<file path="src/rtl/sci_cfg.svh">
// Purpose: offsets, field positions, reset values and counts of the
//          serial control block
// Assumes: APB byte addresses, one 32-bit word per register
// Notes:   definitions only
`ifndef SCI_CFG_SVH
`define SCI_CFG_SVH

// ----------------------------------------
// register byte offsets
// ----------------------------------------
`define SCI_OFS_CTRL 8'h00
`define SCI_OFS_STATUS 8'h04
`define SCI_OFS_TXDATA 8'h08
`define SCI_OFS_RXDATA 8'h0c
`define SCI_OFS_MODE 8'h10
`define SCI_OFS_DIV 8'h14
`define SCI_OFS_IRQ_STAT 8'h18
`define SCI_OFS_IRQ_MASK 8'h1c

// ----------------------------------------
// fields
// ----------------------------------------
`define SCI_ST_LSB 2
`define SCI_ST_MSB 7
`define SCI_IRQ_TXE 0
`define SCI_IRQ_RXF 1
`define SCI_IRQ_RXE 2
`define SCI_IRQ_TXD 3

// ----------------------------------------
// reset values
// ----------------------------------------
`define SCI_CTRL_RST 8'h00
`define SCI_MODE_RST 2'h0
`define SCI_DIV_RST 16'h0035
`define SCI_FLAGS_RST 6'h21

// ----------------------------------------
// timing counts
// ----------------------------------------
`define SCI_OS_LAST 4'hf
`define SCI_OS_MID 4'h7
`define SCI_SYNC_BITS 4'h8
`define SCI_ASYNC_BITS 4'ha
`define SCI_ASYNC_PBITS 4'hb

`endif

</file>
<file path="src/rtl/sci_pkg.sv">
// Purpose: types of the serial control block
// Assumes: nothing
// Notes:   constants live in sci_cfg.svh
package sci_pkg;

	typedef struct packed {
		logic tx_empty_irq_en;
		logic rx_irq_en;
		logic te;
		logic re;
		logic mpie;
		logic tx_done_irq_en;
		logic [1:0] cke;
	} ctrl_t;

	typedef struct packed {
		logic tx_buf_empty_flag;
		logic rx_buf_full_flag;
		logic overrun_flag;
		logic framing_error_flag;
		logic parity_error_flag;
		logic tx_complete_flag;
	} flags_t;

	typedef struct packed {
		logic par_en;
		logic sync;
	} mode_t;

	typedef enum logic {TX_IDLE, TX_SHIFT} tx_state_t;
	typedef enum logic {RX_IDLE, RX_SHIFT} rx_state_t;

	typedef struct packed {
		ctrl_t ctrl;
		mode_t mode;
		logic [15:0] div;
		logic [15:0] baud_cnt;
		logic [7:0] tx_data_reg;
		logic [7:0] rdr;
		flags_t flags;
		logic [5:0] seen;
		logic [3:0] os_cnt;
		logic sck_lvl;
		tx_state_t tx_st;
		logic [10:0] tx_sh;
		logic [3:0] tx_cnt;
		rx_state_t rx_st;
		logic [7:0] rx_sh;
		logic rx_par;
		logic [3:0] rx_os;
		logic [3:0] rx_cnt;
		logic [3:0] irq_stat;
		logic [3:0] irq_mask;
		logic [3:0] irq_req;
		logic irq;
		logic txd;
		logic sck_out;
		logic sck_oe;
		logic pready;
		logic pslverr;
		logic [31:0] prdata;
	} core_t;

endpackage
</file>
<file path="src/rtl/pin_sync.sv">
// Purpose: two-flop synchroniser with edge pulses for pin inputs
// Assumes: inputs asynchronous to pclk
// Notes:   stage one feeds stage two only
`timescale 1ns/1ns
module pin_sync
#(
	parameter int W = 2
)
(
	input wire logic pclk,
	input wire logic presetn,
	input wire logic [W-1:0] d,
	output logic [W-1:0] q,
	output logic [W-1:0] rise,
	output logic [W-1:0] fall
);

	typedef struct packed {
		logic [W-1:0] s1;
		logic [W-1:0] s2;
		logic [W-1:0] s3;
	} sync_t;

	sync_t r_reg;
	sync_t r_next;

	if (W < 1)
	begin : bad_width
		$error("pin_sync width below one");
	end

	always_comb
	begin
		r_next.s1 = d;
		r_next.s2 = r_reg.s1;
		r_next.s3 = r_reg.s2;
	end

	// idle-high reset keeps a false rising edge away at release
	always_ff @(posedge pclk or negedge presetn)
	begin
		if (!presetn)
			r_reg <= '1;
		else
			r_reg <= r_next;
	end

	for (genvar i = 0; i < W; i++)
	begin : g_bit
		assign q[i] = r_reg.s2[i];
		assign rise[i] = r_reg.s2[i] & ~r_reg.s3[i];
		assign fall[i] = ~r_reg.s2[i] & r_reg.s3[i];
	end

endmodule

</file>
<file path="src/rtl/sci_ctrl.sv">
// Purpose: serial control register and its transmit, receive and
//          clock-pin logic behind an APB slave
// Assumes: pclk 100 MHz, pins asynchronous to pclk
// Notes:   one wait state on every APB access
`timescale 1ns/1ns
`include "sci_cfg.svh"

module sci_ctrl
	import sci_pkg::*;
(
	input wire logic pclk,
	input wire logic presetn,
	input wire logic psel,
	input wire logic penable,
	input wire logic pwrite,
	input wire logic [7:0] paddr,
	input wire logic [31:0] pwdata,
	output logic [31:0] prdata,
	output logic pready,
	output logic pslverr,
	input wire logic rxd,
	output logic txd,
	input wire logic sck_in,
	output logic sck_out,
	output logic sck_oe,
	output logic tx_empty_irq,
	output logic rx_full_irq,
	output logic rx_error_irq,
	output logic tx_done_irq,
	output logic irq
);

	localparam core_t CORE_RST = '{
		ctrl: `SCI_CTRL_RST,
		mode: `SCI_MODE_RST,
		div: `SCI_DIV_RST,
		flags: `SCI_FLAGS_RST,
		sck_lvl: 1'b1,
		txd: 1'b1,
		tx_st: TX_IDLE,
		rx_st: RX_IDLE,
		default: '0
	};

	core_t s_reg;
	core_t s_next;
	logic [1:0] pin_q;
	logic [1:0] pin_rise;
	logic [1:0] pin_fall;
	logic acc;
	logic wr;
	logic rd;
	logic ext;
	logic sync;
	logic baud_tick;
	logic os_tick;
	logic run;
	logic sck_r;
	logic sck_f;
	logic tx_step;
	logic rx_bit;
	logic rx_done;
	logic rx_stop;
	logic [3:0] req;
	logic [5:0] clr;
	logic [3:0] rx_last;

	// ----------------------------------------
	// pin synchronisers: [0] receive data, [1] clock pin
	// ----------------------------------------
	pin_sync #(.W(2)) u_pins (
		.pclk(pclk),
		.presetn(presetn),
		.d({sck_in, rxd}),
		.q(pin_q),
		.rise(pin_rise),
		.fall(pin_fall)
	);

	// ----------------------------------------
	// timing terms
	// ----------------------------------------
	assign acc = psel & penable & s_reg.pready;
	assign wr = acc & pwrite;
	assign rd = acc & ~pwrite;
	assign ext = s_reg.ctrl.cke[1];
	assign sync = s_reg.mode.sync;
	assign baud_tick = (s_reg.baud_cnt == 16'h0000);
	assign os_tick = ext ? pin_rise[1] : baud_tick;
	// internal clock only runs while there is something to move
	assign run = (s_reg.tx_st == TX_SHIFT) | s_reg.ctrl.re;
	assign sck_r = sync & (ext ? pin_rise[1] :
		baud_tick & ~s_reg.sck_lvl & run);
	assign sck_f = sync & (ext ? pin_fall[1] :
		baud_tick & s_reg.sck_lvl & run);
	assign tx_step = sync ? sck_f :
		(os_tick & (s_reg.os_cnt == `SCI_OS_LAST));
	assign rx_bit = os_tick & (s_reg.rx_os == `SCI_OS_MID);
	assign rx_last = s_reg.mode.par_en ? 4'ha : 4'h9;
	assign req[`SCI_IRQ_TXE] = s_reg.flags.tx_buf_empty_flag & s_reg.ctrl.tx_empty_irq_en;
	assign req[`SCI_IRQ_RXF] = s_reg.flags.rx_buf_full_flag & s_reg.ctrl.rx_irq_en;
	assign req[`SCI_IRQ_RXE] = (s_reg.flags.framing_error_flag | s_reg.flags.parity_error_flag |
		s_reg.flags.overrun_flag) & s_reg.ctrl.rx_irq_en;
	assign req[`SCI_IRQ_TXD] = s_reg.flags.tx_complete_flag & s_reg.ctrl.tx_done_irq_en;
	// a flag clears on a written zero only after it was read as one
	assign clr = ~pwdata[`SCI_ST_MSB:`SCI_ST_LSB] & s_reg.seen;

	// ----------------------------------------
	// next state
	// ----------------------------------------
	always_comb
	begin
		s_next = s_reg;
		rx_done = 1'b0;
		rx_stop = 1'b1;
		s_next.pready = psel & penable & ~s_reg.pready;
		s_next.pslverr = 1'b0;
		s_next.prdata = 32'h0000_0000;
		if (s_next.pready)
		begin
			unique case (paddr)
				`SCI_OFS_CTRL: s_next.prdata[7:0] = s_reg.ctrl;
				`SCI_OFS_STATUS:
					s_next.prdata[`SCI_ST_MSB:`SCI_ST_LSB] = s_reg.flags;
				`SCI_OFS_TXDATA: s_next.prdata[7:0] = s_reg.tx_data_reg;
				`SCI_OFS_RXDATA: s_next.prdata[7:0] = s_reg.rdr;
				`SCI_OFS_MODE: s_next.prdata[1:0] = s_reg.mode;
				`SCI_OFS_DIV: s_next.prdata[15:0] = s_reg.div;
				`SCI_OFS_IRQ_STAT: s_next.prdata[3:0] = s_reg.irq_stat;
				`SCI_OFS_IRQ_MASK: s_next.prdata[3:0] = s_reg.irq_mask;
				default: s_next.pslverr = 1'b1;
			endcase
		end
		if (rd && paddr == `SCI_OFS_STATUS)
			s_next.seen = s_reg.seen |
				s_reg.prdata[`SCI_ST_MSB:`SCI_ST_LSB];
		if (wr)
		begin
			unique case (paddr)
				`SCI_OFS_CTRL: s_next.ctrl = pwdata[7:0];
				`SCI_OFS_STATUS:
				begin
					s_next.flags = s_reg.flags & ~clr;
					s_next.seen = s_reg.seen & ~clr;
				end
				`SCI_OFS_TXDATA: s_next.tx_data_reg = pwdata[7:0];
				`SCI_OFS_MODE: s_next.mode = pwdata[1:0];
				`SCI_OFS_DIV: s_next.div = pwdata[15:0];
				`SCI_OFS_IRQ_STAT:
					s_next.irq_stat = s_reg.irq_stat & ~pwdata[3:0];
				`SCI_OFS_IRQ_MASK: s_next.irq_mask = pwdata[3:0];
				default: s_next.pslverr = 1'b0;
			endcase
		end

		s_next.baud_cnt = baud_tick ? s_reg.div : s_reg.baud_cnt - 16'h0001;
		if (!sync && os_tick)
			s_next.os_cnt = s_reg.os_cnt + 4'h1;
		if (sck_r)
			s_next.sck_lvl = 1'b1;
		else if (sck_f)
			s_next.sck_lvl = 1'b0;

		// transmit: hardware sets follow software clears, so set wins
		unique case (s_reg.tx_st)
			TX_IDLE:
				if (s_reg.ctrl.te && !s_reg.flags.tx_buf_empty_flag)
				begin
					s_next.tx_st = TX_SHIFT;
					s_next.flags.tx_buf_empty_flag = 1'b1;
					s_next.flags.tx_complete_flag = 1'b0;
					if (sync)
					begin
						s_next.tx_sh = {3'b111, s_reg.tx_data_reg};
						s_next.tx_cnt = `SCI_SYNC_BITS;
					end
					else
					begin
						// without parity the stop bit takes the parity slot
						s_next.tx_sh = {1'b1,
							s_reg.mode.par_en ? ^s_reg.tx_data_reg : 1'b1,
							s_reg.tx_data_reg, 1'b0};
						s_next.tx_cnt = s_reg.mode.par_en ?
							`SCI_ASYNC_PBITS : `SCI_ASYNC_BITS;
					end
				end
			TX_SHIFT:
				if (tx_step)
				begin
					if (s_reg.tx_cnt == 4'h0)
					begin
						s_next.tx_st = TX_IDLE;
						s_next.txd = 1'b1;
						s_next.flags.tx_complete_flag = s_next.flags.tx_buf_empty_flag;
					end
					else
					begin
						s_next.txd = s_reg.tx_sh[0];
						s_next.tx_sh = {1'b1, s_reg.tx_sh[10:1]};
						s_next.tx_cnt = s_reg.tx_cnt - 4'h1;
					end
				end
		endcase
		if (!s_reg.ctrl.te)
		begin
			s_next.tx_st = TX_IDLE;
			s_next.txd = 1'b1;
			s_next.flags.tx_buf_empty_flag = 1'b1;
		end

		// receive
		unique case (s_reg.rx_st)
			RX_IDLE:
				if (sync && sck_r)
				begin
					s_next.rx_st = RX_SHIFT;
					s_next.rx_sh = {pin_q[0], s_reg.rx_sh[7:1]};
					s_next.rx_cnt = 4'h1;
				end
				else if (!sync && os_tick && !pin_q[0])
				begin
					s_next.rx_st = RX_SHIFT;
					s_next.rx_os = 4'h0;
					s_next.rx_cnt = 4'h0;
				end
			RX_SHIFT:
				if (sync)
				begin
					if (sck_r)
					begin
						s_next.rx_sh = {pin_q[0], s_reg.rx_sh[7:1]};
						s_next.rx_cnt = s_reg.rx_cnt + 4'h1;
						rx_done = (s_reg.rx_cnt == 4'h7);
					end
				end
				else
				begin
					if (os_tick)
						s_next.rx_os = s_reg.rx_os + 4'h1;
					if (rx_bit)
					begin
						s_next.rx_cnt = s_reg.rx_cnt + 4'h1;
						if (s_reg.rx_cnt == 4'h0 && pin_q[0])
							s_next.rx_st = RX_IDLE;
						else if (s_reg.rx_cnt == rx_last)
						begin
							rx_done = 1'b1;
							rx_stop = pin_q[0];
						end
						else if (s_reg.rx_cnt == 4'h9)
							s_next.rx_par = pin_q[0];
						else if (s_reg.rx_cnt != 4'h0)
							s_next.rx_sh = {pin_q[0], s_reg.rx_sh[7:1]};
					end
				end
		endcase
		// a frame ending just as receive goes off must not touch flags
		if (rx_done && s_reg.ctrl.re)
		begin
			s_next.rx_st = RX_IDLE;
			if (s_reg.flags.rx_buf_full_flag)
				s_next.flags.overrun_flag = 1'b1;
			else
			begin
				s_next.rdr = s_next.rx_sh;
				s_next.flags.rx_buf_full_flag = 1'b1;
				s_next.flags.framing_error_flag = ~rx_stop;
				s_next.flags.parity_error_flag = s_reg.mode.par_en & ~sync &
					(^s_next.rx_sh ^ s_reg.rx_par);
			end
		end
		// flags are left alone here, only the engine stops
		if (!s_reg.ctrl.re)
			s_next.rx_st = RX_IDLE;

		// clock pin direction and level
		s_next.sck_oe = sync ? ~ext : (s_reg.ctrl.cke == 2'b01);
		s_next.sck_out = sync ? s_reg.sck_lvl : s_reg.os_cnt[3];

		// interrupts: request lines and sticky summary
		s_next.irq_req = req;
		s_next.irq_stat = s_next.irq_stat | (req & ~s_reg.irq_req);
		s_next.irq = |(s_reg.irq_stat & s_reg.irq_mask);
	end

	always_ff @(posedge pclk or negedge presetn)
	begin
		if (!presetn)
			s_reg <= CORE_RST;
		else
			s_reg <= s_next;
	end

	assign prdata = s_reg.prdata;
	assign pready = s_reg.pready;
	assign pslverr = s_reg.pslverr;
	assign txd = s_reg.txd;
	assign sck_out = s_reg.sck_out;
	assign sck_oe = s_reg.sck_oe;
	assign tx_empty_irq = s_reg.irq_req[`SCI_IRQ_TXE];
	assign rx_full_irq = s_reg.irq_req[`SCI_IRQ_RXF];
	assign rx_error_irq = s_reg.irq_req[`SCI_IRQ_RXE];
	assign tx_done_irq = s_reg.irq_req[`SCI_IRQ_TXD];
	assign irq = s_reg.irq;

	logic st_wr;
	assign st_wr = wr & (paddr == `SCI_OFS_STATUS);
endmodule

</file>
<file path="config.mk">
export PLATFORM = sky130hd
export DESIGN_NAME = sci_ctrl
export DESIGN_NICKNAME = d
export VERILOG_FILES = /design/src/rtl/sci_pkg.sv /design/src/rtl/pin_sync.sv /design/src/rtl/sci_ctrl.sv
export VERILOG_INCLUDE_DIRS = /design/src /design/src/rtl
export SDC_FILE = /design/constraint.sdc
export NUM_CORES = 1
export LEC_CHECK = 0
export BUFFER_PORTS_ARGS = -buffer_cell sky130_fd_sc_hd__buf_2
export CAP_MARGIN = 15
export CORE_UTILIZATION = 50
export CTS_CLUSTER_SIZE = 30
export DETAILED_ROUTE_END_ITERATION = 10
export PLACE_DENSITY = 0.69
export SLEW_MARGIN = 20
export SYNTH_ARGS = -nofsm -noshare
export SYNTH_HDL_FRONTEND = slang
export SYNTH_HIERARCHICAL = 1
export SYNTH_SLANG_ARGS = --single-unit
</file>
<file path="constraint.sdc">
create_clock -name pclk -period 3.4 [get_ports pclk]
set_clock_uncertainty 0.1 [all_clocks]
set_input_delay 0.17 -clock pclk [delete_from_list [all_inputs] [get_ports pclk]]
set_output_delay 0.17 -clock pclk [all_outputs]
set_load 0.02 [all_outputs]
</file>
======== Word-level counts from Yosys, hierarchy flattened ========
Cells that the tools add are included.
storage, ports and cells
  bits in registers ....................... 149
  bits in latches ......................... 0
  bits in writable memories ............... 0
  memory bits (read-only) ................. 0
  input bits .............................. 47
  output and inout port bits .............. 42
  logic and storage cells ................. 240
  memories ................................ 0
operators by class
  add/sub/neg operators ................... 5
  $mul .................................... 0
  divide/modulo/power cells ............... 0
  order comparisons ....................... 0
  eq/ne operators ......................... 25
  shifts and indexed selects .............. 0
  muxes and demuxes ....................... 85
  bitwise operators ....................... 50
  reductions and logical operators ........ 32
operator list
  operator                                                              number
  16-bit 2-to-1 mux                                                     4
  8-bit 2-to-1 mux                                                      8
  1-bit 2-to-1 mux                                                      46
  4-bit 2-to-1 mux                                                      10
  8-bit by 5-bit == test with 1-bit output, second input constant       4
  16-bit one-hot mux with 2 select lines                                1
  2-bit one-hot mux with 7 select lines                                 2
  12-bit 2-to-1 mux                                                     2
  1-bit AND                                                             21
  4-bit one-hot mux with 5 select lines                                 1
  6-bit AND                                                             3
  9-bit 2-to-1 mux                                                      2
  9-bit one-hot mux with 2 select lines                                 1
  8-bit by 4-bit == test with 1-bit output, second input constant       2
  16-bit logical NOT                                                    1
  8-bit one-hot mux with 2 select lines                                 1
  8-bit parity                                                          2
  16-bit by 1-bit subtractor with 16-bit output, second input constant  1
  15-bit 2-to-1 mux                                                     1
  14-bit 2-to-1 mux                                                     1
  2-bit AND reduction                                                   7
  1-bit NOT                                                             13
  4-bit by 1-bit adder with 4-bit output, second input constant         3
  4-bit AND                                                             3
  other kinds (33)                                                      57

======== Depth between registers and ports, before layout ========
  depth in word-level cells ............... 13
  depth in mapped cells ................... 10
  gate-level depth less buffers ........... 9

======== By module ========
The synthesis kept the hierarchy.
by module, submodules not included
  module    instances  cells each  area an instance (µm²)  sequential area each (µm²)
  sci_ctrl  1          673         7204.4                  3588.4
  pin_sync  1          12          207.7                   157.7

======== Worst setup path before layout ========
Ideal clock, no wire load.
  kind .................................... register to register
  start point ............................. register s_reg[117] (netlist name)
  end point ............................... register s_reg[104] (netlist name)
  library setup time ...................... 0.125 ns
  arrival ................................. 2.285 ns
  required time ........................... 3.175 ns
  path slack .............................. 0.891 ns
  cell stages (with the launch flop) ...... 10
  path buffers ............................ 1
  period minus slack after synthesis ...... 2.509 ns
  cells stage by stage .................... dfrtp_1 -> inv_1 -> ha_1 -> nor4b_4 -> nand4_2 -> o31a_1 -> o32ai_2 -> and4b_1 -> buf_6 -> mux2_2
between the ends
  cells in the longest elaborated chain, start to end .. 10
  elaborated cells between the ends (all ways) .. 19
  those cells by class .................... mux: 11; bitwise: 4; reduce/logical: 4
ends and longest elaborated chain
  element                               RTL line         text
  from (decl)                           sci_ctrl.sv:45   core_t s_reg;
  from (signal assigned)                sci_ctrl.sv:291  s_reg <= s_next;
  16-bit logical NOT *                  sci_ctrl.sv:88   assign baud_tick = (s_reg.baud_cnt == 16'h0000);
  1-bit AND (2 in a row)                sci_ctrl.sv:93   baud_tick & ~s_reg.sck_lvl & run);
  1-bit 2-to-1 mux                      sci_ctrl.sv:92   assign sck_r = sync & (ext ? pin_rise[1] :
  1-bit AND                             sci_ctrl.sv:92
  1-bit 2-to-1 mux                      sci_ctrl.sv:229  if (sck_r)
  1-bit 2-to-1 mux                      sci_ctrl.sv:227  if (sync)
  1-bit 2-to-1 mux                      sci_ctrl.sv:212  unique case (s_reg.rx_st)
  1-bit logical AND                     sci_ctrl.sv:258  if (rx_done && s_reg.ctrl.re)
  2-bit AND reduction (no source line)  -
Every way passes the cells marked *; elsewhere a longest branch is shown, timed or not.
A chain may end at the register's enable or synchronous reset.

======== Worst setup path after layout ========
  start point ............................. register s_reg[121] (netlist name)
  end point ............................... register s_reg[102] (netlist name)
Same word-level chain as after synthesis.

==> run metrics <==
status=finished clean; I/O Pins=89; Hold Fails Final Rpt=0; n_diodes=0; GPL Wtd Cong=0.932; DR vias=5412; Slew Limit Fails=0; dpl hpwl=11.3 mm; pin count of the biggest net entering global routing=104; die width=123 um; Least-Margin Pin Slew=0.959 ns; crit-path max FO=12; Max-Cap Viols=0; Port Buffer Count=56; area of the mapped netlist=0.00736 mm2; P_int=3180 uW; R2R depth=6; GRT Overall Usage=23.4%; full die area=0.0152 mm2; Flop pwr share=46.9%; Sink Count=148; vias in the first global route=5266; placed cell areas=0.00765 mm2; first-pass GRT wire length=26.8 mm; Mapped Cells=681; hold_ws=0.00911 ns; cell depth of the worst hold path=3; clk slew on worst S/H paths=0.06 ns; P_leak=0.00388 uW; WS Path Type=reg2reg; CP Capture Type=flop; Max Freq=323 MHz; Congestion Overflow GR=0; Worst slew margin=36.1%; clock network fraction of design power=42.5%; number of vias per cell=5.80; Max IR drop VDD=410 uV; DRC=0; mean post-synth cell area=10.8 um2; Final #Nets=796; crit share post-route=90.9%; final setup vio count=0; Final Critical Period=3.09 ns; worst reg-to-reg setup slack=0.31 ns; Resize count post-CTS=0; CORE AREA=0.0141 mm2; CTS max path bufs=2; most frequent cells in the layout=dfrtp_1 (135), nand2_1 (63), mux2_2 (61); Switching Fraction=26.3%; H-tree lvl count=4; Worst Setup EP=s_reg[102]; CTS tree=done; Slowest cell on crit path=and4b_1; Routed Antenna Nets=0; Critical Path, Cell by Cell=nor4_1 > nand4_2 > o31a_1 > o32ai_2 > and4b_1 > mux2_2; Min-Delay Path Class=in2reg; clk_lat worst skew=0.43 ns; reg2reg start=s_reg[121]; crit path from=s_reg[121]; Starting Density=52.2%; First-pass DRT Iterations=5; drt initial violations=588; Arr. time, crit path=3.30 ns; max FFs per register=115; Site Rows=43; Reg-to-Reg End=s_reg[102]; Root Buffer=clkbuf_16; Synthesis Warnings=6; Final Cell Area=0.00840 mm2; Area growth, synth to finish=14.1%; Wirelength per Cell=17.8 um; combinational power share=10.5%; power density cells=513 mW/mm2; Worst Path Required=3.61 ns; RSZ-0062 raised after global routing=no; Total Wirelength=16.6 mm; crit start category=flop; Switch Pwr=1130 uW; Die Ht=123 um; max incr delay on CP=0.58 ns; antenna violations before repair=0; Setup TNS=0 ns; TritonCTS buffer count=17; share of post-route cells with drive strength above 1=26.7%; most common cell after layout, fill and taps aside=dfrtp_1
repair_timing:
| action | CTS | global route |
|---|---|---|
| endpoints found under the hold margin | 126 | 0 |
| hold buffers | 18 | 0 |
| buffers inserted | 0 | 0 |
metal layers:
metal  share of wire, %  vias to the layer above  global-route usage (%)
li1                   -                     2490                       -
met1                 45                     2743                    30.7
met2                 49                      157                    37.7
met3                4.7                       22                    6.00
met4                1.4                        0                    7.53
met5                  0                        -                       0
power groups by stage:
stage	clock network, uW	logic, uW	registers, uW
2_1_floorplan	0	321	2030
3_3_place_gp	0	416	2040
3_5_place_dp	0	437	2050
4_1_cts	1850	456	2020
5_1_grt	1930	511	2040
6_report	1830	455	2020
critical path: cells and delay by family (launching register included):
| kind | cells | cell delay [ns] |
|---|---|---|
| flip-flops | 1 | 0.43 |
| AND/OR/NAND/NOR | 3 | 1.36 |
| multiplexers | 1 | 0.40 |
| AO/OA/AOI/OAI | 2 | 0.67 |
worst min-delay path by stage:
| stage | start | endpoint |
|---|---|---|
| floorplan | presetn | ext |
| global placement | sck_in | u_pins/r_next[3] |
| detailed placement | rxd | u_pins/r_next[2] |
| CTS | pwdata[3] | s_reg[49] |
| global route | pwdata[1] | s_reg[47] |
| finish | pwdata[3] | s_reg[90] |
area by class of cell:
class	count	area [um2]
Multi-Input combinational cell	470	3250
Tap cell	180	225
Sequential cell	148	3720
Inverter	20	75.1
Clock inverter	13	135
Timing Repair Buffer	84	554
Clock buffer	18	439
Fill cell	1171	5690
stage by stage:
| step | setup WS [ns] | power [uW] | utilization (%) | cells |
|---|---|---|---|---|
| CTS | 0.320 | 4330 | 59.6 | 933 |
| global route | 0.163 | 4480 | 59.6 | 933 |
| global placement | 0.435 | 2450 | 54.3 | 884 |
| floorplan | 0.891 | 2350 | - | 696 |
| finish | 0.308 | 4310 | 59.6 | 933 |
| detailed placement | 0.357 | 2490 | 54.3 | 884 |
Note: power is estimated with default switching activity, not from simulation.
